[src/rtl/crm_defines.vh]
// constants for the configuration register message handler
// assumes a token stream of 9-bit symbols: bit 8 marks a control token
`ifndef CRM_DEFINES_VH
`define CRM_DEFINES_VH
`define CRM_TOK_WRITE   8'hC0
`define CRM_TOK_READ    8'hC1
`define CRM_TOK_END     8'h01
`define CRM_TOK_ACK     8'h03
`define CRM_TOK_NACK    8'h04
`define CRM_NOREPLY     8'hFF
`define CRM_CTRL_BIT    8
`define CRM_PS_SHIFT    8
`define CRM_PS_TYPE     8'h0B
`define CRM_RET_BYTES   3
`define CRM_REG_BYTES   2
`define CRM_DATA_BYTES  4
`endif

[src/rtl/crm_handler.v]
// message handler for configuration register banks
// assumes a 9-bit token stream in and out, and a register port that
// answers a read or write in the same cycle as its strobe
`timescale 1ns/1ps
`include "crm_defines.vh"

module crm_handler (
  input  wire        clk_sys,
  input  wire        rst_n,
  input  wire        rx_valid,
  output reg         rx_ready,
  input  wire [8:0]  rx_token,
  output reg         tx_valid,
  input  wire        tx_ready,
  output reg  [8:0]  tx_token,
  output reg  [23:0] tx_dest,
  output reg         reg_wr,
  output reg         reg_rd,
  output reg  [15:0] reg_num,
  output reg  [15:0] reg_ps_id,
  output reg  [31:0] reg_wdata,
  input  wire [31:0] reg_rdata,
  input  wire        reg_ok
);
  // ****************************************
  // states
  // ****************************************
  localparam S_IDLE = 3'h0;
  localparam S_RET  = 3'h1;
  localparam S_NUM  = 3'h2;
  localparam S_DATA = 3'h3;
  localparam S_END  = 3'h4;
  localparam S_ACC  = 3'h5;
  localparam S_WAIT = 3'h6;
  localparam S_REP  = 3'h7;

  reg  [2:0]  state;
  reg  [2:0]  cnt;
  reg         is_read;
  reg         bad;
  reg  [23:0] ret;
  reg  [15:0] num;
  reg  [31:0] data;
  reg  [2:0]  rep_len;
  reg  [2:0]  rep_idx;
  reg         ok;
  reg         b_valid;
  reg  [8:0]  b_token;
  wire        b_ready;
  wire        o_valid;
  wire [8:0]  o_token;
  wire        rx_take;
  wire        rx_ctrl;

  assign rx_take = rx_valid & rx_ready;
  assign rx_ctrl = rx_token[`CRM_CTRL_BIT];

  function [8:0] ctl;
    input [7:0] v;
    ctl = {1'b1, v};
  endfunction

  // ****************************************
  // reply token selection
  // ****************************************
  always @* begin
    b_token = ctl(`CRM_TOK_END);
    if (rep_idx == 3'h0)
      b_token = ctl(ok ? `CRM_TOK_ACK : `CRM_TOK_NACK);
    else if (rep_idx < rep_len - 3'h1)
      case (rep_idx)
        3'h1:    b_token = {1'b0, data[31:24]};
        3'h2:    b_token = {1'b0, data[23:16]};
        3'h3:    b_token = {1'b0, data[15:8]};
        default: b_token = {1'b0, data[7:0]};
      endcase
  end

  // ****************************************
  // request parser and sequencer
  // ****************************************
  always @(posedge clk_sys) begin
    if (!rst_n) begin
      state     <= S_IDLE;
      cnt       <= 3'h0;
      is_read   <= 1'b0;
      bad       <= 1'b0;
      ret       <= 24'h000000;
      num       <= 16'h0000;
      data      <= 32'h00000000;
      rep_len   <= 3'h0;
      rep_idx   <= 3'h0;
      ok        <= 1'b0;
      rx_ready  <= 1'b0;
      reg_wr    <= 1'b0;
      reg_rd    <= 1'b0;
      reg_num   <= 16'h0000;
      reg_ps_id <= 16'h0000;
      reg_wdata <= 32'h00000000;
      tx_dest   <= 24'h000000;
      b_valid   <= 1'b0;
    end else begin
      reg_wr <= 1'b0;
      reg_rd <= 1'b0;
      case (state)
        S_IDLE: begin
          // reopen only once the last reply has left, so tx_dest
          // cannot change under a reply still waiting in the buffer
          rx_ready <= ~(o_valid | tx_valid);
          bad      <= 1'b0;
          cnt      <= 3'h0;
          if (rx_take && rx_ctrl) begin
            if (rx_token[7:0] == `CRM_TOK_WRITE ||
                rx_token[7:0] == `CRM_TOK_READ) begin
              is_read <= (rx_token[7:0] == `CRM_TOK_READ);
              state   <= S_RET;
            end
          end
        end
        S_RET: if (rx_take) begin
          if (rx_ctrl)
            bad <= 1'b1;
          ret <= {ret[15:0], rx_token[7:0]};
          cnt <= cnt + 3'h1;
          if (cnt == `CRM_RET_BYTES - 1) begin
            cnt   <= 3'h0;
            state <= S_NUM;
          end
        end
        S_NUM: if (rx_take) begin
          if (rx_ctrl)
            bad <= 1'b1;
          num <= {num[7:0], rx_token[7:0]};
          cnt <= cnt + 3'h1;
          if (cnt == `CRM_REG_BYTES - 1) begin
            cnt   <= 3'h0;
            state <= is_read ? S_END : S_DATA;
          end
        end
        S_DATA: if (rx_take) begin
          if (rx_ctrl)
            bad <= 1'b1;
          data <= {data[23:0], rx_token[7:0]};
          cnt  <= cnt + 3'h1;
          if (cnt == `CRM_DATA_BYTES - 1)
            state <= S_END;
        end
        S_END: if (rx_take) begin
          rx_ready <= 1'b0;
          if (!rx_ctrl || rx_token[7:0] != `CRM_TOK_END || bad) begin
            // malformed message: answer with failure unless a write with return byte FF, no access
            ok    <= 1'b0;
            state <= S_WAIT;
          end else
            state <= S_ACC;
          tx_dest <= ret;
        end
        S_ACC: begin
          reg_num   <= num;
          reg_ps_id <= {num[7:0], `CRM_PS_TYPE};
          reg_wdata <= data;
          reg_wr    <= ~is_read;
          reg_rd    <= is_read;
          state     <= S_WAIT;
          cnt       <= 3'h1;
        end
        S_WAIT: begin
          // cnt marks an access in flight, answered one cycle on
          if (cnt == 3'h1) begin
            cnt  <= 3'h0;
            if (reg_ok) begin
              ok <= 1'b1;
              if (is_read)
                data <= reg_rdata;
            end else
              ok <= 1'b0;
          end else begin
            rep_idx <= 3'h0;
            rep_len <= (is_read && ok) ? 3'h6 : 3'h2;
            if (!is_read && ret[7:0] == `CRM_NOREPLY) begin
              state <= S_IDLE;
            end else begin
              b_valid <= 1'b1;
              state   <= S_REP;
            end
          end
        end
        S_REP: if (b_valid && b_ready) begin
          rep_idx <= rep_idx + 3'h1;
          if (rep_idx == rep_len - 3'h1) begin
            b_valid <= 1'b0;
            state   <= S_IDLE;
          end
        end
        default: state <= S_IDLE;
      endcase
    end
  end

  // ****************************************
  // reply buffer; a stalled receiver loses nothing
  // ****************************************
  crm_skid #(
    .WIDTH (9)
  ) u_skid (
    .clk_sys   (clk_sys),
    .rst_n     (rst_n),
    .in_valid  (b_valid),
    .in_ready  (b_ready),
    .in_data   (b_token),
    .out_valid (o_valid),
    .out_ready (~tx_valid | tx_ready),
    .out_data  (o_token)
  );

  always @(posedge clk_sys) begin
    if (!rst_n) begin
      tx_valid <= 1'b0;
      tx_token <= 9'h000;
    end else if (~tx_valid | tx_ready) begin
      tx_valid <= o_valid;
      tx_token <= o_token;
    end
  end
endmodule // crm_handler

[src/rtl/crm_skid.v]
// two-entry buffer with valid and ready on both sides
// assumes one clock domain and a synchronous active-low reset
`timescale 1ns/1ps
module crm_skid #(
  parameter WIDTH = 9
) (
  input  wire             clk_sys,
  input  wire             rst_n,
  input  wire             in_valid,
  output wire             in_ready,
  input  wire [WIDTH-1:0] in_data,
  output wire             out_valid,
  input  wire             out_ready,
  output wire [WIDTH-1:0] out_data
);
  reg [WIDTH-1:0] mem [0:1];
  reg             wr_ptr;
  reg             rd_ptr;
  reg [1:0]       count;
  wire            push;
  wire            pop;

  assign in_ready  = (count != 2'h2);
  assign out_valid = (count != 2'h0);
  assign out_data  = mem[rd_ptr];
  assign push      = in_valid & in_ready;
  assign pop       = out_valid & out_ready;

  always @(posedge clk_sys) begin
    if (!rst_n) begin
      wr_ptr <= 1'b0;
      rd_ptr <= 1'b0;
      count  <= 2'h0;
    end else begin
      if (push) begin
        mem[wr_ptr] <= in_data;
        wr_ptr      <= ~wr_ptr;
      end
      if (pop)
        rd_ptr <= ~rd_ptr;
      count <= count + {1'b0, push} - {1'b0, pop};
    end
  end
endmodule // crm_skid
[config.mk]
export PLATFORM = sky130hd
export DESIGN_NAME = crm_handler
export DESIGN_NICKNAME = d
export VERILOG_FILES = /design/src/rtl/crm_handler.v /design/src/rtl/crm_skid.v
export VERILOG_INCLUDE_DIRS = /design/src /design/src/rtl
export SDC_FILE = /design/constraint.sdc
export NUM_CORES = 1
export LEC_CHECK = 0
export BUFFER_PORTS_ARGS = -buffer_cell sky130_fd_sc_hd__clkbuf_2
export CAP_MARGIN = 30
export CORE_MARGIN = 1
export CORE_UTILIZATION = 30
export DETAILED_ROUTE_END_ITERATION = 6
export HOLD_SLACK_MARGIN = 0.06
export PLACE_DENSITY = 0.49
export SLEW_MARGIN = 20
export SYNTH_ARGS = -nofsm -noshare
export SYNTH_HDL_FRONTEND = slang
export SYNTH_SLANG_ARGS = --single-unit
[constraint.sdc]
create_clock -name clk_sys -period 2.5 [get_ports clk_sys]
set_input_delay 0.125 -clock clk_sys [delete_from_list [all_inputs] [get_ports clk_sys]]
set_output_delay 0.125 -clock clk_sys [all_outputs]
set_load 0.005 [all_outputs]
* Yosys cells after proc, flatten, opt, wreduce, memory -nomap -nowiden *
Memory sizes are Yosys's and may differ from the RTL's. A register that Yosys moved wholly into a read port is not among the register bits.
Index checks and enable logic that the tools add are counted.

operators by class
  $add $sub $neg = 5
  magnitude comparators = 1
  equal/unequal tests = 38
  muxes and demuxes = 54
  bitwise operators = 11
  reduce and logical (&&, ||, !) cells = 34

operator list
  cell                 number
  $mux 32              4
  $mux 3               24
  $pmux 32 s2          1
  $ne 2x2->1 const B   18
  $eq 8x8->1 const B   3
  $pmux 3 s8           1
  $pmux 8 s3           1
  $eq 3x2->1 const B   6
  $mux 9               2
  $pmux 3 s6           1
  $reduce_and 5->1     3
  $mux 1               14
  $eq 3x3->1 const B   4
  $reduce_and 12->1    1
  $reduce_and 2->1     6
  $reduce_bool 2->1    6
  $eq 3x1->1 const B   3
  $reduce_and 3->1     3
  $ne 8x1->1 const B   1
  $pmux 1 s2           4
  $add 3x1->3 const B  2
  $logic_not 3->1      2
  $not 1->1            6
  $pmux 3 s2           1
  other kinds (15)     26

word-level totals
  register bits = 179
  memory bits (writable) = 18
  bits of input ports = 46
  output and inout bits = 101
  logic and storage cells = 166
  memories kept = 1

memory list
  name        depth  width  read ports  clocked after Yosys merged registers in  wr ports  RTL line       source
  u_skid.mem  2      9      1           1                                        1         crm_skid.v:16  reg [WIDTH-1:0] mem [0:1];

* Logic depth before layout (Yosys ltp) *
Gate-level depths: netlist (run 1).

  depth after elaboration = 6
  depth in mapped cells = 8

* Modules after synthesis *
From an unflattened synthesis (run 1), not the netlist that was laid out.

unflattened totals
  cell total of the unflattened synthesis = 978
  area total of the unflattened synthesis = 8549.4 µm²

by module, submodules not included
  module       instances  cells each  area each (µm²)  seq. area each (µm²)
  crm_handler  1          925         7661.1           3463.3
  crm_skid     1          53          888.4            640.6

* Least setup slack after synthesis (run 1) *
OpenSTA, ideal clock, no wires.

  path kind = register -> register
  start point = register rep_idx[0]
  end point = memory u_skid.mem[0][1], data pin
  setup time = 0.169 ns
  data arrival time = 1.697 ns
  data required time = 2.331 ns
  path slack = 0.634 ns
  cell stages (with the launch flop) = 8
  clock period less this slack = 1.866 ns
  cells stage by stage = dfxtp_1 -> inv_1 -> ha_1 -> nor2b_1 -> clkbuf_1 -> nor3_1 -> a21boi_0 -> o21ai_0

between the ends
  longest elaborated chain between the ends = 4
  elaborated cells on any way between the ends = 8
  those cells by class = 1 x order compare; 3 x eq/ne; 3 x mux; 1 x reduce/logical

RTL lines
  what                                             RTL line           source
  start: declaration                               crm_handler.v:45   reg [2:0] rep_idx;
  start signal: assignment                         crm_handler.v:189  rep_idx <= rep_idx + 3'h1;
  $eq 3x2->1 / $eq 3x1->1 (equally long branches)  crm_handler.v:71   case (rep_idx)
  $pmux 8 s3                                       crm_handler.v:71
  $mux 9                                           crm_handler.v:70   else if (rep_idx < rep_len - 3'h1)
  $mux 9 (*)                                       crm_handler.v:68   if (rep_idx == 3'h0)
  named net b_token[1]                             crm_handler.v:48   reg [8:0] b_token;
  end: declaration                                 crm_skid.v:16

Mark *: on every way through the listed nets, which the timed path passes. The rest lies on a longest branch.

* Worst setup path after layout (run 1) *
Ends and elaborated chain as after synthesis.

==> qor.yml, run 1 <==
grt:
  grt_max_degree: 68
  overflow: 0
  grtUsageMet3: 0.0271
  grt_pass1_vias: 6502
  grt_most_used_layer: "met2"
  antenna_found_initial: 0
  grt_util_met1: 0.242
  grt_first_pass_wirelength_microns: 36800
  grt_usage: 0.165
  grtUsageMet2: 0.251
drt:
  vias: 7045
  wl_per_cell_microns: 15.7
  viasPerCell: 4.77
  wirelength_microns: 23300
  drc: 2
  ant_nets: 0
  first_pass_iters: 7
  drt-initial-drc-count: 469
yosys:
  yosysSeqAreaShare: 0.489
  synth.area.top_cells: "dfxtp_1 (42%), nand2_1 (15%), a21boi_0 (9.7%), edfxtp_1 (6.5%), o211a_1 (5.0%)"
  synthesis.area_sq_um: 8360
  synth_edf_count: 18
  synth.avg_cell_area_sq_um: 8.69
  ys_ff_latch: 195
  async_flop_share: 0
  yosys.area.top_type: "dfxtp_1"
  yosysWarnings: 0
  synth_top_area_frac: 0.424
  syn-instance-count: 962
  synth_cell_types: 54
  ys.flop_type: "dfxtp_1"
clocking:
  root_buffer: "clkbuf_16"
  post_cts_buffers: 0
  h-tree-depth: 4
  cts_tree: "yes"
  cts_sinks: 195
  clockBufferDepth: 2
  cts.clk_slew.worst_paths_ns: 0.07
  cts_buffers: 17
  clk_latency_ns: 0.44
cells_and_area:
  diodes: 0
  n_fill_cell: 2868
  drive_gt1_frac: 0.181
  area_growth_pct: 22.0
  fin_area_sq_um: 10200
  nNetsFinal: 1152
timing:
  fmax_mhz: 482
  relSlewSlack: 0.572
  finalSetupTns_ns: 0
  setup_violations: 0
  fin_skew_ns: 0.0179
  fin_crit_ns: 2.08
  drv_slew: 0
  fin_hold_ws_ns: 0.0658
  worst_pin_slew_ns: 0.641
  rsz0062_at_grt: "no"
  fin_crit_sh: 0.830
  hold_viol_final: 0
floorplan:
  io_pins: 147
  core_area_sq_um: 27100
  rows: 60
  chipWidth_microns: 169
  start_util: 0.308
  dieArea_sq_um: 28500
  die_h_microns: 169
worst_setup_path:
  crit_fanout: 9
  critical_path.slowest_cell: "dfxtp_1"
  cp_cell_sequence: "inv_1, ha_1, nor2b_1, nor3_1, clkbuf_2, a21boi_0, o21ai_0"
  cp_slowest_stage_delay_ns: 0.43
  cp_data_arrival_time_ns: 2.32
  r2r_start: "rep_idx[0]"
  worstPathRequired_ns: 2.74
  endpoint_kind: "register"
  crit_type: "reg2reg"
  critPathLaunch: "rep_idx[0]"
  crit_path_start_kind: "register"
  worst_r2r_path_depth: 7
power_and_ir_drop:
  power.density_nw_per_um2: 595
  p_leak_nw: 4.13
  peakVddDrop_mv: 0.375
placement:
  hpwl_microns: 16200
  placed_area_sq_um: 9340
  place_congestion: 0.787
  io_buffer_count: 141
min_path:
  hp-start: "reg_rdata[30]"
  min_path_type: "in2reg"
  holdPathStages: 4
outcome:
  status: "finished, violations left"
  violations: "DRC"
run:
  drv_cap: 0
==> routing by layer <==
| layer | vias to the layer above | wire, microns |
|---|---|---|
| met4 | 0 | 216 |
| met5 | - | 0 |
| met3 | 18 | 802 |
| li1 | 3519 | - |
| met2 | 167 | 10200 |
| met1 | 3341 | 12100 |
==> flip-flops by register name (all words and copies together), names as in the netlist, 2 cells and up <==
register,cells
data,32
reg_wdata,32
ret,24
tx_dest,24
u_skid.mem,18
num,16
reg_num,16
tx_token,9
cnt,3
rep_idx,3
state,3
rep_len,2
u_skid.count,2
==> cells by family after synthesis <==
logic type	count (synthesis)	share of synthesized area
simple gates	430	0.217
compound gates	214	0.203
flops	195	0.489
buf+inv	92	0.0518
fa+ha+maj	13	0.0195
mux	12	0.0144
xor+xnor	5	0.00524
other cells	1	0.000449
==> layout by cell type (no fill, tap or decap), drive strengths merged, types with 18 or more instances in the layout <==
cell / Yosys / routed
nand3: 38 / 38
dlygate4sd3: 0 / 26
clkbuf: 46 / 160
dfxtp: 177 / 177
buf: 35 / 22
nand2: 326 / 326
o211a: 42 / 42
inv: 11 / 18
a21boi: 117 / 117
edfxtp: 18 / 18
==> Yosys cell counts (11+ instances only) <==
library cell  count
nand2_1         326
buf_4            16
a21boi_0        108
nor2_1           13
dfxtp_1         177
nand3_1          38
buf_2            16
clkbuf_1         46
mux2i_1          12
inv_1            11
edfxtp_1         18
o211a_1          42
a21oi_1          12
ha_1             13
==> where the power goes <==
part           leakage, nW  total, mW  internal [mW]  switching (mW)
logic                 2.27      0.184         0.0913          0.0925
clock network        0.283       2.72           1.39            1.33
registers             1.57       3.16           3.15         0.00536
==> what timing repair did <==
action / CTS / global route
hold endpoints to repair: 30 / 0
endpoints found under the setup margin: 0 / 0
gates resized for setup: 0 / 0
hold buffers: 26 / 0
==> path summary, 6_finish.rpt <==
| path | end | slack (ns) |
|---|---|---|
| min | data[30] | 0.07 |
| max reg2reg | u_skid.mem[0][1] | 0.42 |
| max | u_skid.mem[0][1] | 0.42 |
| min reg2reg | ret[21] | 0.46 |
==> per-stage QoR <==
stage / std cells / setup WS [ns] / power (mW) / utilization
5_1_grt: 1478 / 0.209 / 6.28 / 0.376
3_5_place_dp: 1419 / 0.211 / 3.38 / 0.344
2_1_floorplan: 966 / 0.634 / 3.30 / -
4_1_cts: 1477 / 0.201 / 6.14 / 0.376
3_3_place_gp: 1419 / 0.364 / 3.38 / 0.344
6_report: 1478 / 0.425 / 6.06 / 0.376
==> area by class of cell <==
cell class                 instances  area (sq um)  area share
clock inverter                    13           136      0.0134
tap                              372           465      0.0457
multi-input combinational        679          3870       0.379
sequential                       195          4080       0.401
clock buffer                      19           454      0.0446
timing repair buffer             189          1140       0.112
inverter                          11          41.3     0.00405
==> worst max-delay path, delay by kind of cell, from the launching register on <==
family / cells / cell delay (ns)
buf+inv: 2 / 0.34
compound gates: 2 / 0.32
simple gates: 2 / 0.60
fa+ha+maj: 1 / 0.20
flops: 1 / 0.43
(Power assumes the default switching activity.)
==> run 2: changes to the inputs <==
--- a/config.mk
+++ b/config.mk
@@ -6,13 +6,14 @@
 export SDC_FILE = /design/constraint.sdc
 export NUM_CORES = 1
 export LEC_CHECK = 0
+export ABC_AREA = 1
 export BUFFER_PORTS_ARGS = -buffer_cell sky130_fd_sc_hd__clkbuf_2
 export CAP_MARGIN = 30
 export CORE_MARGIN = 1
 export CORE_UTILIZATION = 30
 export DETAILED_ROUTE_END_ITERATION = 6
 export HOLD_SLACK_MARGIN = 0.06
-export PLACE_DENSITY = 0.49
+export PLACE_DENSITY = 0.51
 export SLEW_MARGIN = 20
 export SYNTH_ARGS = -nofsm -noshare
 export SYNTH_HDL_FRONTEND = slang
==> constraint.sdc (replaced) <==
create_clock -name clk_sys -period 1.9 [get_ports clk_sys]
set_input_delay 0.095 -clock clk_sys [delete_from_list [all_inputs] [get_ports clk_sys]]
set_output_delay 0.095 -clock clk_sys [all_outputs]
set_load 0.005 [all_outputs]
==> run 2 against run 1 <==
The flow now finishes without violations; wire length down 4.8%; register-to-register slack worse by 0.38 ns; design area increased by 1.8%; sequential share of layout area down 0.61 points; sequential power grew 36%; highest routed layer unchanged.
==> qor.yml, run 2 <==
grt:
  grt_first_pass_wirelength_microns: 36000
  grt_pass1_vias: 6935
  overflow: 0
  grt_max_degree: 65
  antenna_found_initial: 0
  grt_usage: 0.161
timing:
  timing.final.ws_setup_ns: 0.0467
  fin_crit_sh: 0.975
  fmax_mhz: 540
  rsz0062_at_grt: "yes"
  hold_viol_final: 0
  fin_skew_ns: 0.0199
  fin_hold_ws_ns: 0.0926
  finalSetupTns_ns: 0
  setup_violations: 0
  fin_crit_ns: 1.85
  drv_slew: 0
yosys:
  yosys.area.top_type: "dfxtp_1"
  async_flop_share: 0
  synth_common_cells: "nand2_1 (247), dfxtp_1 (177), nor2_1 (175)"
  syn-instance-count: 1088
  synth_top_area_frac: 0.433
  synth.area.top_cells: "dfxtp_1 (43%), nand2_1 (11%), nor2_1 (8.0%), o21ai_0 (7.3%), edfxtp_1 (6.6%)"
  synth_edf_count: 18
  synthesis.area_sq_um: 8190
  ys.flop_type: "dfxtp_1"
  synth.avg_cell_area_sq_um: 7.53
  yosysSeqAreaShare: 0.499
  ys_ff_latch: 195
  yosysWarnings: 0
  synth_most_common_cell: "nand2_1"
  synth_cell_types: 33
cells_and_area:
  multi_input_area_sq_um: 3540
  seq_area_sq_um: 4100
  final_cell_mix: "nand2_1 (245), nor2_1 (171), dfxtp_1 (170), clkbuf_2 (140), o21ai_0 (118)"
  diodes: 0
  finish.utilization: 0.386
  top_regs: "data (32), reg_wdata (32)"
  n_fill_cell: 2862
  area_growth_pct: 26.7
  nNetsFinal: 1315
  fin_cells: 1610
  final_common_cell: "nand2_1"
  fin_area_sq_um: 10400
  drive_gt1_frac: 0.195
worst_setup_path:
  crit_top_cell: "buf_4"
  crit_buf_inv: 3
  endpoint_kind: "register"
  cp_data_arrival_time_ns: 2.05
  crit_path_start_kind: "register"
  crit_type: "reg2reg"
  cp_cell_sequence: "xor2_1, ha_1, nand3_2, inv_2, nor3_4, nand2_2, buf_4, buf_4"
  worstPathRequired_ns: 2.09
  critical_path.slowest_cell: "dfxtp_2"
  crit_family: "simple AND/OR/NAND/NOR gates"
  crit_fanout: 4
  cp_slowest_stage_delay_ns: 0.33
clocking:
  clk_latency_ns: 0.44
  clockBufferDepth: 2
  h-tree-depth: 4
  root_buffer: "clkbuf_16"
  cts_buffers: 17
  cts.clk_slew.worst_paths_ns: 0.07
  cts_tree: "yes"
  cts_sinks: 195
floorplan:
  rows: 60
  chipWidth_microns: 167
  die_h_microns: 167
  dieArea_sq_um: 28000
  start_util: 0.305
  core_area_sq_um: 26900
  io_pins: 147
drt:
  wl_per_cell_microns: 13.8
  ant_nets: 0
  first_pass_iters: 5
  viasPerCell: 4.59
  drt-initial-drc-count: 453
  vias: 7395
  drc: 0
  wirelength_microns: 22100
outcome:
  status: "finished clean"
placement:
  io_buffer_count: 141
  place_congestion: 0.811
  post-place-ws_ns: -0.125
  hpwl_microns: 15400
  placed_area_sq_um: 9220
  dp_cells: 1530
run:
  drv_cap: 0
power_and_ir_drop:
  finalPower_mw: 8.51
  power.density_nw_per_um2: 820
  peakVddDrop_mv: 0.572
  p_leak_nw: 4.54
min_path:
  min_path_type: "in2reg"
[run 2: cell count changes in the layout (fill, tap and decap cells not counted), sizes merged, moves of 10 or more]
cell	before	now
a21boi	117	0
a21oi	13	94
and2	10	0
buf	22	36
dlygate4sd3	26	42
inv	18	77
mux2i	12	0
nand2	326	250
nor2	13	176
o211a	42	0
o21ai	8	121
[run 2: power by group]
part           switching [mW]  leakage [nW]  internal (mW)
Sequential             0.0576          1.60           4.23
Combinational           0.425          2.67          0.281
Clock                    1.77         0.278           1.75
[run 2: what timing repair did]
| item | CTS | global route |
|---|---|---|
| endpoints found under the hold margin | 46 | 0 |
| pin swaps | 1 | 8 |
| setup buffers | 1 | 3 |
| hold buffers | 42 | 0 |
| cloned | 0 | 2 |
| setup endpoints to repair | 14 | 68 |
| gates resized for setup | 4 | 38 |
[run 2: metal layers]
layer / share of wire / up-vias / routed length, microns / global-route usage
li1: - / 3844 / - / -
met4: 0.010 / 0 / 231 / 0.0463
met2: 0.45 / 131 / 9930 / 0.253
met3: 0.035 / 13 / 772 / 0.0288
met5: 0 / - / 0 / 0
met1: 0.51 / 3407 / 11200 / 0.226
[run 2: final timing paths]
path	startpoint	to	slack, ns	cells past startpoint
min	rx_token[5]	num[5]	0.09	3
min reg2reg	tx_dest[7]	tx_dest[7]	0.46	2
max reg2reg	rep_len[1]	u_skid.mem[1][8]	0.05	8
max	rep_len[1]	u_skid.mem[1][8]	0.05	8
[run 2: area by class of cell]
type	instances	share of cell area
Clock buffer	18	0.0414
Clock inverter	14	0.0135
Inverter	73	0.0264
Multi-Input combinational cell	750	0.341
Sequential cell	195	0.395
Tap cell	341	0.0411
Timing Repair Buffer	219	0.142
[run 2: cell families (layout without fill, tap and decap cells)]
kind of cell,Yosys count,in the layout,synth area share
AND/OR/NAND/NOR,485,486,0.235
AO/OA/AOI/OAI,244,244,0.159
flip-flops,195,195,0.499
buffers and inverters,148,324,0.0849
adder cells (fa/ha/maj),13,13,0.0199
XOR/XNOR,2,2,0.00214
other,1,5,0.000458
[run 2: worst min-delay path: cells and delay by family]
| kind | cells | cell delay, ns |
|---|---|---|
| AND/OR/NAND/NOR | 1 | 0.08 |
| buffers and inverters | 1 | 0.20 |
| AO/OA/AOI/OAI | 1 | 0.11 |
